--- src/wake_pkg.sv ---
package wake_pkg;
  localparam logic [7:0] addr_enable_first  = 8'hb0;
  localparam logic [7:0] addr_enable_second = 8'hb1;
  localparam logic [7:0] addr_status_first  = 8'hb2;
  localparam logic [7:0] addr_irq_mask      = 8'hb4;
  localparam logic [7:0] addr_off_delay     = 8'hb8;
  localparam logic [7:0] rst_enable_first   = 8'h00;
  localparam logic [7:0] rst_enable_second  = 8'h80;
  localparam logic [7:0] rst_status_first   = 8'h00;
  localparam logic [7:0] rst_irq_mask       = 8'h00;
  localparam logic [7:0] rst_off_delay      = 8'h00;
  localparam int bit_ring_a      = 0;
  localparam int bit_ring_b      = 1;
  localparam int bit_kbd_clock   = 2;
  localparam int bit_mouse_clock = 3;
  localparam int bit_group_a     = 4;
  localparam int bit_group_b     = 5;
  localparam int bit_infrared    = 6;
  localparam int bit_alarm       = 7;
  localparam int bit_off_enable  = 7;
  localparam int bit_power_off_delay_select_sel = 6;
  localparam logic [7:0] latched_mask = 8'hcf;
  localparam int clk_hz          = 40000000;
  localparam int step_ms         = 500;
  localparam int step_cycles     = clk_hz / 1000 * step_ms;
endpackage

--- src/wake_regs_if.sv ---
`timescale 1ns/10ps
`default_nettype none
interface wake_regs_if;
  logic [7:0] enable_first;
  logic [7:0] enable_second;
  logic [7:0] off_delay;
  logic       button;
  logic       delay_busy;
  logic       delay_done;
  modport regs (output enable_first, enable_second, off_delay, button, input delay_busy, delay_done);
  modport timer (input enable_first, enable_second, off_delay, button, output delay_busy, delay_done);
endinterface
`default_nettype wire

--- src/off_delay_timer.sv ---
`timescale 1ns/10ps
`default_nettype none
module off_delay_timer
  import wake_pkg::*;
#(
  parameter int step_count = step_cycles
) (
  input  wire logic   core_clk_in, // 40 MHz
  input  wire logic   sys_rst_in,  // Sync reset
  wake_regs_if.timer  ctl          // Shared settings
);
  logic [31:0] tick;
  logic [5:0]  steps;
  logic        busy;

  assign ctl.delay_busy = busy;

  // Delay is (setting + 1) half-second steps
  always_ff @(posedge core_clk_in) begin
    if (sys_rst_in) begin
      busy  <= 1'b0;
      tick  <= 32'h0;
      steps <= 6'h0;
      ctl.delay_done <= 1'b0;
    end else begin
      ctl.delay_done <= 1'b0;
      if (!busy) begin
        if (ctl.button && ctl.enable_second[bit_off_enable] && ctl.enable_second[bit_power_off_delay_select_sel]) begin
          busy  <= 1'b1;
          tick  <= 32'h0;
          steps <= ctl.off_delay[5:0];
        end
      end else if (tick == 32'(step_count - 1)) begin
        tick <= 32'h0;
        if (steps == 6'h0) begin
          busy <= 1'b0;
          ctl.delay_done <= 1'b1;
        end else begin
          steps <= steps - 6'h1;
        end
      end else begin
        tick <= tick + 32'h1;
      end
    end
  end

  start_delay_a: assert property (@(posedge core_clk_in) disable iff (sys_rst_in)
    (!busy && ctl.button && ctl.enable_second[bit_off_enable] && ctl.enable_second[bit_power_off_delay_select_sel])
    |=> busy) else $error("off delay did not start");
endmodule // off_delay_timer
`default_nettype wire

--- src/soft_power_wake_events.sv ---
// Summary of operation
// - An enable bit at one lets its source raise the power-on request and at zero blocks it.
// - First enable bits: 0,1 ring a/b, 2 keyboard clock, 3 mouse clock, 4,5 group irq a/b, 6 infrared, 7 alarm.
// - Bit 7 of the second enable register resets to one.
// - The status register shows which source had an event, whether its enable bit is set or not.
// - A status bit reads one once its event happened, zero if not since last cleared.
// - Bits 0 and 1 catch falling edges on the ring pins and clear on status read.
// - Bits 2 and 3 catch falling edges on keyboard and mouse clock pins and clear on status read.
// - Bit 6 catches a falling edge on the infrared receive pin and clears on status read.
// - Bit 7 latches the clock alarm signal and clears on status read.
// - Bits 4 and 5 follow the group interrupts directly and ignore reads.
// - With off enable and delay select set, a button press starts the programmable delay.
`timescale 1ns/10ps
`default_nettype none
module soft_power_wake_events
  import wake_pkg::*;
#(
  parameter int step_count = step_cycles
) (
  input  wire logic       core_clk_in,          // 40 MHz clock
  input  wire logic       sys_rst_in,           // Sync reset, active high
  input  wire logic [7:0] reg_addr_in,          // Register address
  input  wire logic [7:0] reg_wdata_in,         // Write data
  input  wire logic       reg_wr_in,            // Write strobe
  input  wire logic       reg_rd_in,            // Read strobe
  output logic      [7:0] reg_rdata_out,        // Read data, cycle after strobe
  input  wire logic       ring_event_a_in,      // Ring pin a
  input  wire logic       ring_event_b_in,      // Ring pin b
  input  wire logic       kbd_clock_event_in,   // Keyboard clock pin
  input  wire logic       mouse_clock_event_in, // Mouse clock pin
  input  wire logic       infrared_rx_event_in, // Infrared receive pin
  input  wire logic       clock_alarm_in,       // Internal alarm
  input  wire logic       group_irq_a_in,       // Internal group irq a
  input  wire logic       group_irq_b_in,       // Internal group irq b
  input  wire logic       power_button_in,      // Button pin
  output logic            power_up_request_n_out, // Active-low power on request
  output logic            off_delay_done_out,   // Pulse at end of delay
  output logic            irq_out               // Level interrupt
);
  wake_regs_if ctl ();

  logic [7:0] wake_enable_first;
  logic [7:0] wake_status_first;
  logic [7:0] irq_status;
  logic [7:0] irq_mask;
  logic [4:0] pin_meta;
  logic [4:0] pin_sync;
  logic [4:0] pin_prev;
  logic       button_meta;
  logic       button_sync;
  logic       button_prev;
  logic [7:0] next_latched;
  logic [7:0] status_view;
  logic       status_read;
  logic       irq_read;

  function automatic logic [7:0] pin_to_status(input logic [4:0] p);
    pin_to_status = {1'b0, p[4], 2'b00, p[3], p[2], p[1], p[0]};
  endfunction

  // Address compare shared by the write, read and clear paths
  function automatic logic addr_hit(input logic [7:0] a, input logic [7:0] target);
    addr_hit = (a == target);
  endfunction

  function automatic logic addr_mapped(input logic [7:0] a);
    addr_mapped = addr_hit(a, addr_enable_first) || addr_hit(a, addr_enable_second) || addr_hit(a, addr_status_first)
                  || addr_hit(a, addr_irq_mask) || addr_hit(a, addr_off_delay);
  endfunction

  assign status_read = reg_rd_in && addr_hit(reg_addr_in, addr_status_first);
  assign irq_read    = reg_rd_in && addr_hit(reg_addr_in, addr_status_first);

  // Pins come from outside; two stages before edge detection
  always_ff @(posedge core_clk_in) begin
    if (sys_rst_in) begin
      pin_meta <= 5'h1f;
      pin_sync <= 5'h1f;
      pin_prev <= 5'h1f;
    end else begin
      pin_meta <= {infrared_rx_event_in, mouse_clock_event_in, kbd_clock_event_in, ring_event_b_in, ring_event_a_in};
      pin_sync <= pin_meta;
      pin_prev <= pin_sync;
    end
  end

  // Button idles low, so its chain resets low to avoid a false press
  always_ff @(posedge core_clk_in) begin
    if (sys_rst_in) begin
      button_meta <= 1'b0;
      button_sync <= 1'b0;
      button_prev <= 1'b0;
    end else begin
      button_meta <= power_button_in;
      button_sync <= button_meta;
      button_prev <= button_sync;
    end
  end

  assign ctl.button = button_sync && !button_prev;

  ring_b_edge_a: assert property (
    @(posedge core_clk_in) disable iff (sys_rst_in)
    (pin_prev[1] && !pin_sync[1])
    |=> wake_status_first[bit_ring_b]
  ) else $error("ring b edge lost");
  mouse_edge_a: assert property (
    @(posedge core_clk_in) disable iff (sys_rst_in)
    (pin_prev[3] && !pin_sync[3])
    |=> wake_status_first[bit_mouse_clock]
  ) else $error("mouse edge lost");
  button_pulse_a: assert property (
    @(posedge core_clk_in) disable iff (sys_rst_in)
    ctl.button
    |=> !ctl.button
  ) else $error("button press longer than one cycle");

  // Falling edges on pins plus the alarm level; group irqs are excluded
  always_comb begin
    next_latched = pin_to_status(pin_prev & ~pin_sync);
    next_latched[bit_alarm] = clock_alarm_in;
  end

  // Set beats read-clear so a coincident edge survives
  always_ff @(posedge core_clk_in) begin
    if (sys_rst_in) begin
      wake_status_first <= rst_status_first;
    end else if (status_read) begin
      wake_status_first <= next_latched & latched_mask;
    end else begin
      wake_status_first <= (wake_status_first | next_latched) & latched_mask;
    end
  end

  always_comb begin
    status_view = wake_status_first;
    status_view[bit_group_a] = group_irq_a_in;
    status_view[bit_group_b] = group_irq_b_in;
  end

  clear_only_read_a: assert property (
    @(posedge core_clk_in) disable iff (sys_rst_in)
    !status_read
    |=> ((wake_status_first & $past(wake_status_first)) == $past(wake_status_first))
  ) else $error("status bit cleared without a read");
  coincide_keep_a: assert property (
    @(posedge core_clk_in) disable iff (sys_rst_in)
    status_read
    |=> ((wake_status_first & $past(next_latched & latched_mask)) == $past(next_latched & latched_mask))
  ) else $error("edge lost under a clearing read");
  alarm_clear_a: assert property (
    @(posedge core_clk_in) disable iff (sys_rst_in)
    (status_read && !clock_alarm_in)
    |=> !wake_status_first[bit_alarm]
  ) else $error("alarm not cleared by read");

  // One process per register keeps each write path easy to trace
  always_ff @(posedge core_clk_in) begin
    if (sys_rst_in) begin
      wake_enable_first <= rst_enable_first;
    end else if (reg_wr_in && addr_hit(reg_addr_in, addr_enable_first)) begin
      wake_enable_first <= reg_wdata_in;
    end
  end

  always_ff @(posedge core_clk_in) begin
    if (sys_rst_in) begin
      ctl.enable_second <= rst_enable_second;
    end else if (reg_wr_in && addr_hit(reg_addr_in, addr_enable_second)) begin
      ctl.enable_second <= reg_wdata_in;
    end
  end

  // Bits 7:6 of the delay setting are reserved and always read zero
  always_ff @(posedge core_clk_in) begin
    if (sys_rst_in) begin
      ctl.off_delay <= rst_off_delay;
    end else if (reg_wr_in && addr_hit(reg_addr_in, addr_off_delay)) begin
      ctl.off_delay <= reg_wdata_in & 8'h3f;
    end
  end

  always_ff @(posedge core_clk_in) begin
    if (sys_rst_in) begin
      irq_mask <= rst_irq_mask;
    end else if (reg_wr_in && addr_hit(reg_addr_in, addr_irq_mask)) begin
      irq_mask <= reg_wdata_in;
    end
  end

  enable_write_a: assert property (
    @(posedge core_clk_in) disable iff (sys_rst_in)
    (reg_wr_in && addr_hit(reg_addr_in, addr_enable_first))
    |=> (wake_enable_first == $past(reg_wdata_in))
  ) else $error("enable write not taken");
  enable_hold_a: assert property (
    @(posedge core_clk_in) disable iff (sys_rst_in)
    !(reg_wr_in && addr_hit(reg_addr_in, addr_enable_first))
    |=> $stable(wake_enable_first)
  ) else $error("enable changed without a write");
  off_delay_mask_a: assert property (
    @(posedge core_clk_in) disable iff (sys_rst_in)
    (ctl.off_delay[7] == 1'b0)
    && (ctl.off_delay[6] == 1'b0)
  ) else $error("reserved delay bits set");

  assign ctl.enable_first = wake_enable_first;

  // Power request: any status bit with its enable
  always_ff @(posedge core_clk_in) begin
    if (sys_rst_in) begin
      power_up_request_n_out <= 1'b1;
    end else begin
      power_up_request_n_out <= ~|(status_view & wake_enable_first);
    end
  end

  no_source_idle_a: assert property (
    @(posedge core_clk_in) disable iff (sys_rst_in)
    !(|(status_view & wake_enable_first))
    |=> power_up_request_n_out
  ) else $error("request without an enabled source");
  request_reset_a: assert property (
    @(posedge core_clk_in)
    sys_rst_in
    |=> power_up_request_n_out
  ) else $error("request active after reset");

  // Interrupt: sticky copy of status events, cleared by a status read
  always_ff @(posedge core_clk_in) begin
    if (sys_rst_in) begin
      irq_status <= 8'h00;
    end else if (irq_read) begin
      irq_status <= next_latched | {2'b00, group_irq_b_in, group_irq_a_in, 4'h0};
    end else begin
      irq_status <= irq_status | next_latched | {2'b00, group_irq_b_in, group_irq_a_in, 4'h0};
    end
  end

  assign irq_out = |(irq_status & irq_mask);

  irq_sets_a: assert property (
    @(posedge core_clk_in) disable iff (sys_rst_in)
    (|(next_latched & irq_mask))
    |=> irq_out
  ) else $error("unmasked event gave no interrupt");
  irq_clear_a: assert property (
    @(posedge core_clk_in) disable iff (sys_rst_in)
    (irq_read && (next_latched == 8'h00) && !group_irq_a_in && !group_irq_b_in)
    |=> !irq_out
  ) else $error("interrupt not cleared by read");

  always_ff @(posedge core_clk_in) begin
    if (sys_rst_in) begin
      reg_rdata_out <= 8'h00;
    end else if (reg_rd_in) begin
      unique case (reg_addr_in)
        addr_enable_first:  reg_rdata_out <= wake_enable_first;
        addr_enable_second: reg_rdata_out <= ctl.enable_second;
        addr_status_first:  reg_rdata_out <= status_view;
        addr_irq_mask:      reg_rdata_out <= irq_mask;
        addr_off_delay:     reg_rdata_out <= ctl.off_delay;
        default:            reg_rdata_out <= 8'h00;
      endcase
    end else begin
      reg_rdata_out <= 8'h00;
    end
  end

  rdata_idle_a: assert property (
    @(posedge core_clk_in) disable iff (sys_rst_in)
    !reg_rd_in
    |=> (reg_rdata_out == 8'h00)
  ) else $error("read data outside a read");
  status_readback_a: assert property (
    @(posedge core_clk_in) disable iff (sys_rst_in)
    status_read
    |=> (reg_rdata_out == $past(status_view))
  ) else $error("status read data wrong");
  group_readback_a: assert property (
    @(posedge core_clk_in) disable iff (sys_rst_in)
    status_read
    |=> ({reg_rdata_out[bit_group_b], reg_rdata_out[bit_group_a]} == $past({group_irq_b_in, group_irq_a_in}))
  ) else $error("group bits not live");
  unmapped_zero_a: assert property (
    @(posedge core_clk_in) disable iff (sys_rst_in)
    (reg_rd_in && !addr_mapped(reg_addr_in))
    |=> (reg_rdata_out == 8'h00)
  ) else $error("unmapped read not zero");
  delay_end_a: assert property (
    @(posedge core_clk_in) disable iff (sys_rst_in)
    ctl.delay_done
    |-> !ctl.delay_busy
  ) else $error("delay done while busy");

  assign off_delay_done_out = ctl.delay_done;

  off_delay_timer #(
    .step_count (step_count)
  ) u_timer (
    .core_clk_in (core_clk_in),
    .sys_rst_in  (sys_rst_in),
    .ctl         (ctl)
  );

  request_follows_a: assert property (
    @(posedge core_clk_in) disable iff (sys_rst_in)
    (|(status_view & wake_enable_first))
    |=> !power_up_request_n_out
  ) else $error("request missing");
  disabled_blocks_a: assert property (
    @(posedge core_clk_in) disable iff (sys_rst_in)
    (wake_enable_first == 8'h00)
    |=> power_up_request_n_out
  ) else $error("disabled source woke");
  ring_edge_a: assert property (
    @(posedge core_clk_in) disable iff (sys_rst_in)
    (pin_prev[0] && !pin_sync[0])
    |=> wake_status_first[bit_ring_a]
  ) else $error("ring edge lost");
  kbd_edge_a: assert property (
    @(posedge core_clk_in) disable iff (sys_rst_in)
    (pin_prev[2] && !pin_sync[2])
    |=> wake_status_first[bit_kbd_clock]
  ) else $error("kbd edge lost");
  infrared_edge_a: assert property (
    @(posedge core_clk_in) disable iff (sys_rst_in)
    (pin_prev[4] && !pin_sync[4])
    |=> wake_status_first[bit_infrared]
  ) else $error("ir edge lost");
  alarm_latch_a: assert property (
    @(posedge core_clk_in) disable iff (sys_rst_in)
    clock_alarm_in
    |=> wake_status_first[bit_alarm]
  ) else $error("alarm not latched");
  read_clears_a: assert property (
    @(posedge core_clk_in) disable iff (sys_rst_in)
    (status_read && next_latched == 8'h00)
    |=> (wake_status_first == 8'h00)
  ) else $error("read did not clear");
  group_direct_a: assert property (
    @(posedge core_clk_in) disable iff (sys_rst_in)
    (status_view[bit_group_a] == group_irq_a_in)
    && !wake_status_first[bit_group_b]
  ) else $error("group bit");
  hold_status_a: assert property (
    @(posedge core_clk_in) disable iff (sys_rst_in)
    (wake_status_first[bit_ring_b] && !status_read)
    |=> wake_status_first[bit_ring_b]
  ) else $error("bit lost");
  off_reset_a: assert property (
    @(posedge core_clk_in)
    sys_rst_in
    |=> ctl.enable_second[bit_off_enable]
  ) else $error("off enable reset wrong");
endmodule // soft_power_wake_events
`default_nettype wire

--- config.mk ---
export PLATFORM = sky130hd
export DESIGN_NAME = soft_power_wake_events
export DESIGN_NICKNAME = d
export VERILOG_FILES = /design/src/wake_pkg.sv /design/src/wake_regs_if.sv /design/src/off_delay_timer.sv /design/src/soft_power_wake_events.sv
export SDC_FILE = /design/constraint.sdc
export NUM_CORES = 1
export LEC_CHECK = 0
export ABC_AREA = 1
export BUFFER_PORTS_ARGS = -buffer_cell sky130_fd_sc_hd__buf_2
export CAP_MARGIN = 20
export CELL_PAD_IN_SITES_DETAIL_PLACEMENT = 1
export CELL_PAD_IN_SITES_GLOBAL_PLACEMENT = 1
export CORE_MARGIN = 2
export CORE_UTILIZATION = 39
export DETAILED_ROUTE_END_ITERATION = 10
export GPL_ROUTABILITY_DRIVEN = 0
export GPL_TIMING_DRIVEN = 0
export PLACE_DENSITY = 0.8
export SLEW_MARGIN = 20
export SYNTH_ARGS = -nofsm -noshare
export SYNTH_HDL_FRONTEND = slang
export SYNTH_SLANG_ARGS = --single-unit
--- constraint.sdc ---
create_clock -name core_clk_in -period 1.6 [get_ports core_clk_in]
set_input_delay 0.16 -clock core_clk_in [delete_from_list [all_inputs] [get_ports core_clk_in]]
set_output_delay 0.16 -clock core_clk_in [all_outputs]
set_load 0.1 [all_outputs]
Word level (Yosys, flattened, before mapping)
Index checks and enable logic that the tools add are counted.

Bits in registers: 113. Input port bits: 29. Output and inout bits: 11. Word-level logic and storage cells: 71.

Add/subtract/negate cells: 2. Eq/ne operators: 8. Multiplexer cells: 15. Bitwise logic cells: 11. Reduce and logical (&&, ||, !) cells: 17.

Operators by type and width (number): 32-bit two-way mux (3); 8-bit == test (second input constant) (5); 8-bit case mux with 5 select lines (1); 32-bit by 1-bit adder with 32-bit output (second input constant) (1); 32-bit by 25-bit == test with 1-bit output (second input constant) (1); 6-bit two-way mux (4); 8-bit bitwise AND (2); 8-bit two-way mux (2); 8-bit by 6-bit OR with 8-bit output (2); 8-bit OR (2); 8-bit OR reduction (2); 1-bit logical AND (8); 6-bit zero test (1); 6-bit by 1-bit subtractor with 6-bit output (second input constant) (1); 5-bit bitwise AND (1); 1-bit two-way mux (5); 5-bit NOT (1); 2-bit inequality test (second input constant) (2); 1-bit NOT (3); 3-bit AND reduction (1); 3-bit OR reduction (1); 1-bit zero test (2); 2-bit nonzero test (1); 2-bit OR reduction (1).

Logic depth before layout (Yosys ltp)
Depth after elaboration: 6. Depth in mapped cells: 11.

Modules after synthesis
From an unflattened synthesis, not the netlist that was laid out.

Cell total of the unflattened synthesis: 817. Area total of the unflattened synthesis: 5484.0 sq um.

Modules (own cells, without submodules): soft_power_wake_events (times used 1, cells an instance 363, area an instance 2797.7 sq um); off_delay_timer (times used 1, cells an instance 454, area an instance 2686.3 sq um).

Worst setup path after synthesis
No wires, ideal clock.

Path type: register to register. Start: reg u_timer.tick[1]. End: reg u_timer.tick[11]. Setup time: 0.132 ns. Arrival: 1.401 ns. Required time: 1.468 ns. Setup slack: 0.066 ns. Stages on the path, launching flop included: 12. Path buffers: 1. Path through: dfxtp_1 -> ha_1 -> nand2_2 -> nor2_2 -> nand2_4 -> nor2_1 -> nand2_1 -> nand2_2 -> inv_2 -> buf_6 -> nand3_1 -> a21oi_1.

Longest elaborated chain between the ends: 3. Elaborated cells between the ends (all ways): 4. Classes of those cells: add/sub (1); eq/ne (1); mux (2).

Ends and longest elaborated chain: start, declared (line off_delay_timer.sv:12) `logic [31:0] tick;`; start signal, assigned (line off_delay_timer.sv:42) `tick <= tick + 32'h1;`; 32-bit by 1-bit adder with 32-bit output or 32-bit by 25-bit == test with 1-bit output (tied branches) (line off_delay_timer.sv:42, off_delay_timer.sv:33); 32-bit two-way mux (*) (line off_delay_timer.sv:33) `end else if (tick == 32'(step_count - 1)) begin`; 32-bit two-way mux (*) (line off_delay_timer.sv:27) `if (!busy) begin`.

Every way passes the cells marked *; elsewhere a longest branch is shown, timed or not. A chain may end at the register's enable or synchronous reset.

Final worst setup path
Start: reg u_timer.tick[1]. End: reg u_timer.tick[5].

Same word-level chain as after synthesis.

==> flow_summary.html <==
<table>
<tr><th>Metric</th><th>Value</th></tr>
<tr><th colspan="2">Setup path</th></tr>
<tr><td>Worst Path Arrival</td><td>between 1.5 and 2 ns</td></tr>
<tr><td>Number of buffer and inverter instances along the worst setup path</td><td>2</td></tr>
<tr><td>Worst flop-to-flop path endpoint</td><td>u_timer.tick[5]$_SDFFE_PP0P_</td></tr>
<tr><td>FF-to-FF setup slack</td><td>-0.01 ns</td></tr>
<tr><td>CP required</td><td>1.82 ns</td></tr>
<tr><td>Worst-path fanout max</td><td>6</td></tr>
<tr><td>Critical path's largest stage delay</td><td>0.37 ns</td></tr>
<tr><td>Critical Path, Cell by Cell</td><td>ha_4, nand2_4, nor2_4, nand2_4, nor2_4, nand2_2, nand2_4, inv_4, clkbuf_16, nand2_1, a21oi_1</td></tr>
<tr><td>Cell seen most often among critical-path stages</td><td>sky130_fd_sc_hd__nand2_4</td></tr>
<tr><td>Nature of the critical path endpoint</td><td>register</td></tr>
<tr><td>CP max stage cell</td><td>sky130_fd_sc_hd__dfxtp_4</td></tr>
<tr><td>R2r startpoint</td><td>u_timer.tick[1]$_SDFFE_PP0P_</td></tr>
<tr><td>Class of the most critical setup path</td><td>reg -&gt; reg</td></tr>
<tr><td>Category of cells accounting for the largest share of critical-path delay</td><td>simple AND/OR/NAND/NOR gates</td></tr>
<tr><td>Element type at the critical path start</td><td>register</td></tr>
<tr><td>FF-to-FF path depth</td><td>11</td></tr>
<tr><th colspan="2">Timing</th></tr>
<tr><td>Max_slew headroom</td><td>51.0%</td></tr>
<tr><td>Pin slew with the least headroom to its limit</td><td>about 0.73 ns</td></tr>
<tr><td>Final worst path period share</td><td>101%</td></tr>
<tr><td>Total count of hold-check failures in the final report</td><td>0</td></tr>
<tr><td>RSZ-0062 raised after global routing</td><td>yes</td></tr>
<tr><td>Final worst path period need</td><td>1.61 ns</td></tr>
<tr><td>Worst-case setup margin in the final layout</td><td>-0.0124 ns</td></tr>
<tr><td>Worst Skew</td><td>between 0.01 and 0.015 ns</td></tr>
<tr><td>FMAX</td><td>620 MHz</td></tr>
<tr><td>Max-slew violation total from the final report</td><td>0</td></tr>
<tr><td>Final setup violation count</td><td>3</td></tr>
<tr><th colspan="2">Route</th></tr>
<tr><td>Detail-routed net length per standard cell</td><td>16.9 um</td></tr>
<tr><td>Vias per Instance</td><td>5.29</td></tr>
<tr><td>First-iteration detailed-routing DRC count</td><td>320</td></tr>
<tr><td>Routed wire length</td><td>about 17000 um</td></tr>
<tr><td>Number of remaining DRC errors</td><td>0</td></tr>
<tr><td>Post-detailed-route count of antenna-violating nets</td><td>0</td></tr>
<tr><td>Post-route met1 wirelength</td><td>7710 um</td></tr>
<tr><td>WL met2</td><td>8600 um</td></tr>
<tr><td>Met3 WL</td><td>930 um</td></tr>
<tr><td>DR vias</td><td>5490</td></tr>
<tr><td>Total iterations of the first detailed-routing run</td><td>5</td></tr>
<tr><td>Uppermost signal routing layer after detailed routing</td><td>met4</td></tr>
<tr><th colspan="2">GRT</th></tr>
<tr><td>Pin count of the biggest net entering global routing</td><td>21</td></tr>
<tr><td>GRT overflow</td><td>0</td></tr>
<tr><td>Global-route wire length before repair</td><td>28200 um</td></tr>
<tr><td>Total GRT Usage</td><td>24.5%</td></tr>
<tr><td>Vias in the first global route</td><td>5719</td></tr>
<tr><td>Number of antenna violations at the first check in global routing</td><td>0</td></tr>
<tr><th colspan="2">CTS</th></tr>
<tr><td>CTS HTree Levels</td><td>3</td></tr>
<tr><td>TritonCTS clock tree</td><td>built</td></tr>
<tr><td>Insertion delay to the later sink of the worst-skew pair</td><td>0.36 ns</td></tr>
<tr><td>Number of buffers created by CTS</td><td>9</td></tr>
<tr><td>Clock transition at the registers of the reported paths</td><td>0.08 ns</td></tr>
<tr><td>Sink Count</td><td>~110</td></tr>
<tr><td>Clock root buffer</td><td>sky130_fd_sc_hd__clkbuf_16</td></tr>
<tr><td>Clock Path Buffers</td><td>2</td></tr>
<tr><th colspan="2">Logic synthesis</th></tr>
<tr><td>Area fraction in and, or, nand and nor cells after synthesis</td><td>33.3%</td></tr>
<tr><td>Average cell area after synthesis</td><td>around 6.8 um^2</td></tr>
<tr><td>Number of nets produced by synthesis</td><td>about 820</td></tr>
<tr><td>Cell Area, Synth</td><td>5390 um^2</td></tr>
<tr><td>Syn Inst Count</td><td>792</td></tr>
<tr><td>Compound-cell area share of the yosys netlist</td><td>14.1%</td></tr>
<tr><td>XOR/XNOR share of the synthesized area</td><td>roughly 1.8%</td></tr>
<tr><td>Count of cell types in the netlist</td><td>35</td></tr>
<tr><td>Multiplexer share of the synthesized area</td><td>0%</td></tr>
<tr><td>Post-synthesis sequential area ratio</td><td>41.2%</td></tr>
<tr><td>Warnings, synthesis</td><td>0</td></tr>
<tr><td>Combinational family with the most area after synthesis</td><td>simple AND/OR/NAND/NOR gates</td></tr>
<tr><td>Yosys reg bits</td><td>111</td></tr>
<tr><td>Synth Area in Adders</td><td>less than 1%</td></tr>
<tr><th colspan="2">Status</th></tr>
<tr><td>Violations in the final reports</td><td>negative setup slack</td></tr>
<tr><td>Result of the run</td><td>complete, but fails checks</td></tr>
<tr><th colspan="2">Layout</th></tr>
<tr><td>Utilization after layout</td><td>49.1%</td></tr>
<tr><td>Count of nets after finishing</td><td>888</td></tr>
<tr><td>Antenna diodes</td><td>0</td></tr>
<tr><td>Area growth syn-to-layout</td><td>21.5%</td></tr>
<tr><td>Count of filler cells inserted in the layout</td><td>1730</td></tr>
<tr><td>Proportion of layout cells with a drive suffix above 1</td><td>20.8%</td></tr>
<tr><td>Area of all placed cells without fillers</td><td>6550 um^2</td></tr>
<tr><th colspan="2">Power and ir drop</th></tr>
<tr><td>Static leakage</td><td>2.57 nW</td></tr>
<tr><td>Ratio of total power to cell area</td><td>831 nW/um^2</td></tr>
<tr><td>Max rail drop VDD</td><td>around 0.00087 V</td></tr>
<tr><th colspan="2">Floorplanning</th></tr>
<tr><td>Height of the chip</td><td>122 um</td></tr>
<tr><td>Rows</td><td>between 40 and 50</td></tr>
<tr><td>Die Outline Area</td><td>14800 um^2</td></tr>
<tr><td>I/O Pins</td><td>40</td></tr>
<tr><td>Width of the chip</td><td>122 um</td></tr>
<tr><td>Total core area</td><td>13300 um^2</td></tr>
<tr><td>Starting density of the core</td><td>40.4%</td></tr>
<tr><th colspan="2">Job</th></tr>
<tr><td>Max cap viols</td><td>0</td></tr>
<tr><th colspan="2">Placed design</th></tr>
<tr><td>Port Buffers</td><td>38</td></tr>
<tr><td>Worst setup slack before clock tree synthesis</td><td>-0.312 ns</td></tr>
<tr><td>DP Area</td><td>just under 6000 um^2</td></tr>
<tr><td>Total half-perimeter wirelength after legalization and detailed placement</td><td>13000 um</td></tr>
<tr><th colspan="2">Min path</th></tr>
<tr><td>Min-delay worst type</td><td>in -&gt; reg</td></tr>
<tr><td>Worst Hold Path EP</td><td>irq_status[4]$_SDFF_PP0_</td></tr>
<tr><td>Hold path cells</td><td>3</td></tr>
<tr><td>Hold wc startpoint</td><td>group_irq_a_in</td></tr>
</table>
==> worst max-delay path by stage <==
stage                                 start                             to  depth (start not counted)
2_1_floorplan  u_timer.tick[1]$_SDFFE_PP0P_  u_timer.tick[11]$_SDFFE_PP0P_                         11
3_3_place_gp   u_timer.tick[1]$_SDFFE_PP0P_  u_timer.tick[11]$_SDFFE_PP0P_                         11
3_5_place_dp   u_timer.tick[1]$_SDFFE_PP0P_  u_timer.tick[18]$_SDFFE_PP0P_                         11
4_1_cts        u_timer.tick[0]$_SDFFE_PP0P_  u_timer.tick[18]$_SDFFE_PP0P_                         11
5_1_grt        u_timer.tick[1]$_SDFFE_PP0P_  u_timer.steps[3]$_SDFFE_PP0P_                         11
6_report       u_timer.tick[1]$_SDFFE_PP0P_   u_timer.tick[5]$_SDFFE_PP0P_                         11
==> cell usage after synthesis, drive strengths merged <==
library cell | number | area, um^2
a22o | 1 | 8.76
o21ai | 47 | 235
nand4 | 9 | 56.3
o2111ai | 2 | 17.5
o22ai | 7 | 43.8
inv | 99 | 372
or2 | 13 | 83.8
a21oi | 86 | 430
and3 | 1 | 6.26
a221oi | 2 | 17.5
dfxtp | 111 | 2220
ha | 3 | 37.5
xor2 | 9 | 78.8
xnor2 | 2 | 17.5
nor2 | 95 | 387
buf | 8 | 51.3
nand3 | 64 | 355
nand2 | 199 | 772
a21o | 1 | 7.51
nand3b | 1 | 7.51
clkbuf | 15 | 56.3
nor3 | 17 | 129
==> layout make-up <==
class / instances / area [um^2] / area share (%)
Tap cell: 176 / 220 / 3.36
Clock buffer: 9 / 225 / 3.44
Multi-Input combinational cell: 559 / 2910 / 44.5
Buffer: 23 / 118 / 1.80
Timing Repair Buffer: 53 / 350 / 5.35
Sequential cell: 111 / 2260 / 34.4
Inverter: 99 / 374 / 5.71
Clock inverter: 7 / 93.8 / 1.43
==> through the flow <==
step                power (mW)  hold slack [ns]  instances  TNS [ns]
floorplan                 2.99            0.264        792         0
global placement          3.09            0.344       1006     -5.14
detailed placement        3.10            0.346       1006     -7.53
CTS                       5.49           0.0637       1032  -0.00900
global route              5.63           0.0676       1037     -1.90
finish                    5.44           0.0785       1037   -0.0163
==> cells in the final DEF, fill, tap and decap left out, types with 2 or more instances in the layout <==
cell type / count
sky130_fd_sc_hd__xor2_1: 9
sky130_fd_sc_hd__nand3_1: 54
sky130_fd_sc_hd__clkbuf_2: 3
sky130_fd_sc_hd__xnor2_1: 2
sky130_fd_sc_hd__buf_4: 10
sky130_fd_sc_hd__nor2_1: 75
sky130_fd_sc_hd__nor3_1: 5
sky130_fd_sc_hd__nand2_2: 9
sky130_fd_sc_hd__nand2_1: 184
sky130_fd_sc_hd__inv_2: 10
sky130_fd_sc_hd__inv_1: 88
sky130_fd_sc_hd__ha_1: 2
sky130_fd_sc_hd__a21oi_1: 86
sky130_fd_sc_hd__nor3_2: 6
sky130_fd_sc_hd__clkbuf_16: 10
sky130_fd_sc_hd__nand3_2: 8
sky130_fd_sc_hd__nor3_4: 6
sky130_fd_sc_hd__nand4_1: 9
sky130_fd_sc_hd__nor2_4: 10
sky130_fd_sc_hd__o21ai_0: 33
sky130_fd_sc_hd__buf_2: 41
sky130_fd_sc_hd__o22ai_1: 7
sky130_fd_sc_hd__clkinv_8: 2
sky130_fd_sc_hd__o2111ai_1: 2
sky130_fd_sc_hd__dfxtp_4: 3
sky130_fd_sc_hd__nand2_4: 6
sky130_fd_sc_hd__clkinv_4: 2
sky130_fd_sc_hd__dlygate4sd3_1: 6
sky130_fd_sc_hd__dfxtp_2: 18
sky130_fd_sc_hd__nor2_2: 10
sky130_fd_sc_hd__nand3_4: 2
sky130_fd_sc_hd__o21ai_1: 14
sky130_fd_sc_hd__or2_2: 12
sky130_fd_sc_hd__dfxtp_1: 90
sky130_fd_sc_hd__a221oi_2: 2
sky130_fd_sc_hd__clkbuf_1: 12
==> tightest hold or removal path, stage by stage <==
cell and delay [ns]:
sky130_fd_sc_hd__buf_2 0.12, sky130_fd_sc_hd__a21oi_1 0.06, sky130_fd_sc_hd__nor2_1 0.07
==> layer usage <==
metal  vias up  global-route usage, %
li1       2676                      -
met1      2651                   30.6
met2       146                   41.9
met3        17                   6.51
met4         0                   6.39
met5         -                      0
==> power by group <==
group | leakage (nW) | total, mW | switching, mW | internal (mW)
Combinational | 1.51 | 0.234 | 0.154 | 0.0800
Sequential | 0.912 | 2.82 | 0.0232 | 2.80
Clock | 0.156 | 2.39 | 1.14 | 1.25
==> registers in the layout, summed over array words and instances (netlist names) <==
register and cells:
u_timer.tick 32, reg_rdata_out 8, u_timer.steps 6, pin_meta 5
u_timer.ctl.delay_done 1, irq_status 8, irq_mask 8, power_up_request_n_out 1
pin_prev 5, button_prev 1, ctl.enable_first 8, button_meta 1
button_sync 1, pin_sync 5, u_timer.ctl.delay_busy 1, wake_status_first 6
ctl.enable_second 8, ctl.off_delay 6
==> logic make-up after synthesis <==
family / after synthesis
xor+xnor: 11
flops: 111
simple gates: 399
fa+ha+maj: 3
buf+inv: 122
compound gates: 146
==> what timing repair did <==
action / in CTS / in global routing
hold buffers: 6 / 0
pin swaps: 2 / 10
gates cloned: 0 / 1
hold endpoints to repair: 6 / 0
setup endpoints to repair: 38 / 36
gates resized for setup: 31 / 58
setup buffers: 4 / 4
Power figures use the tool's default switching activity.
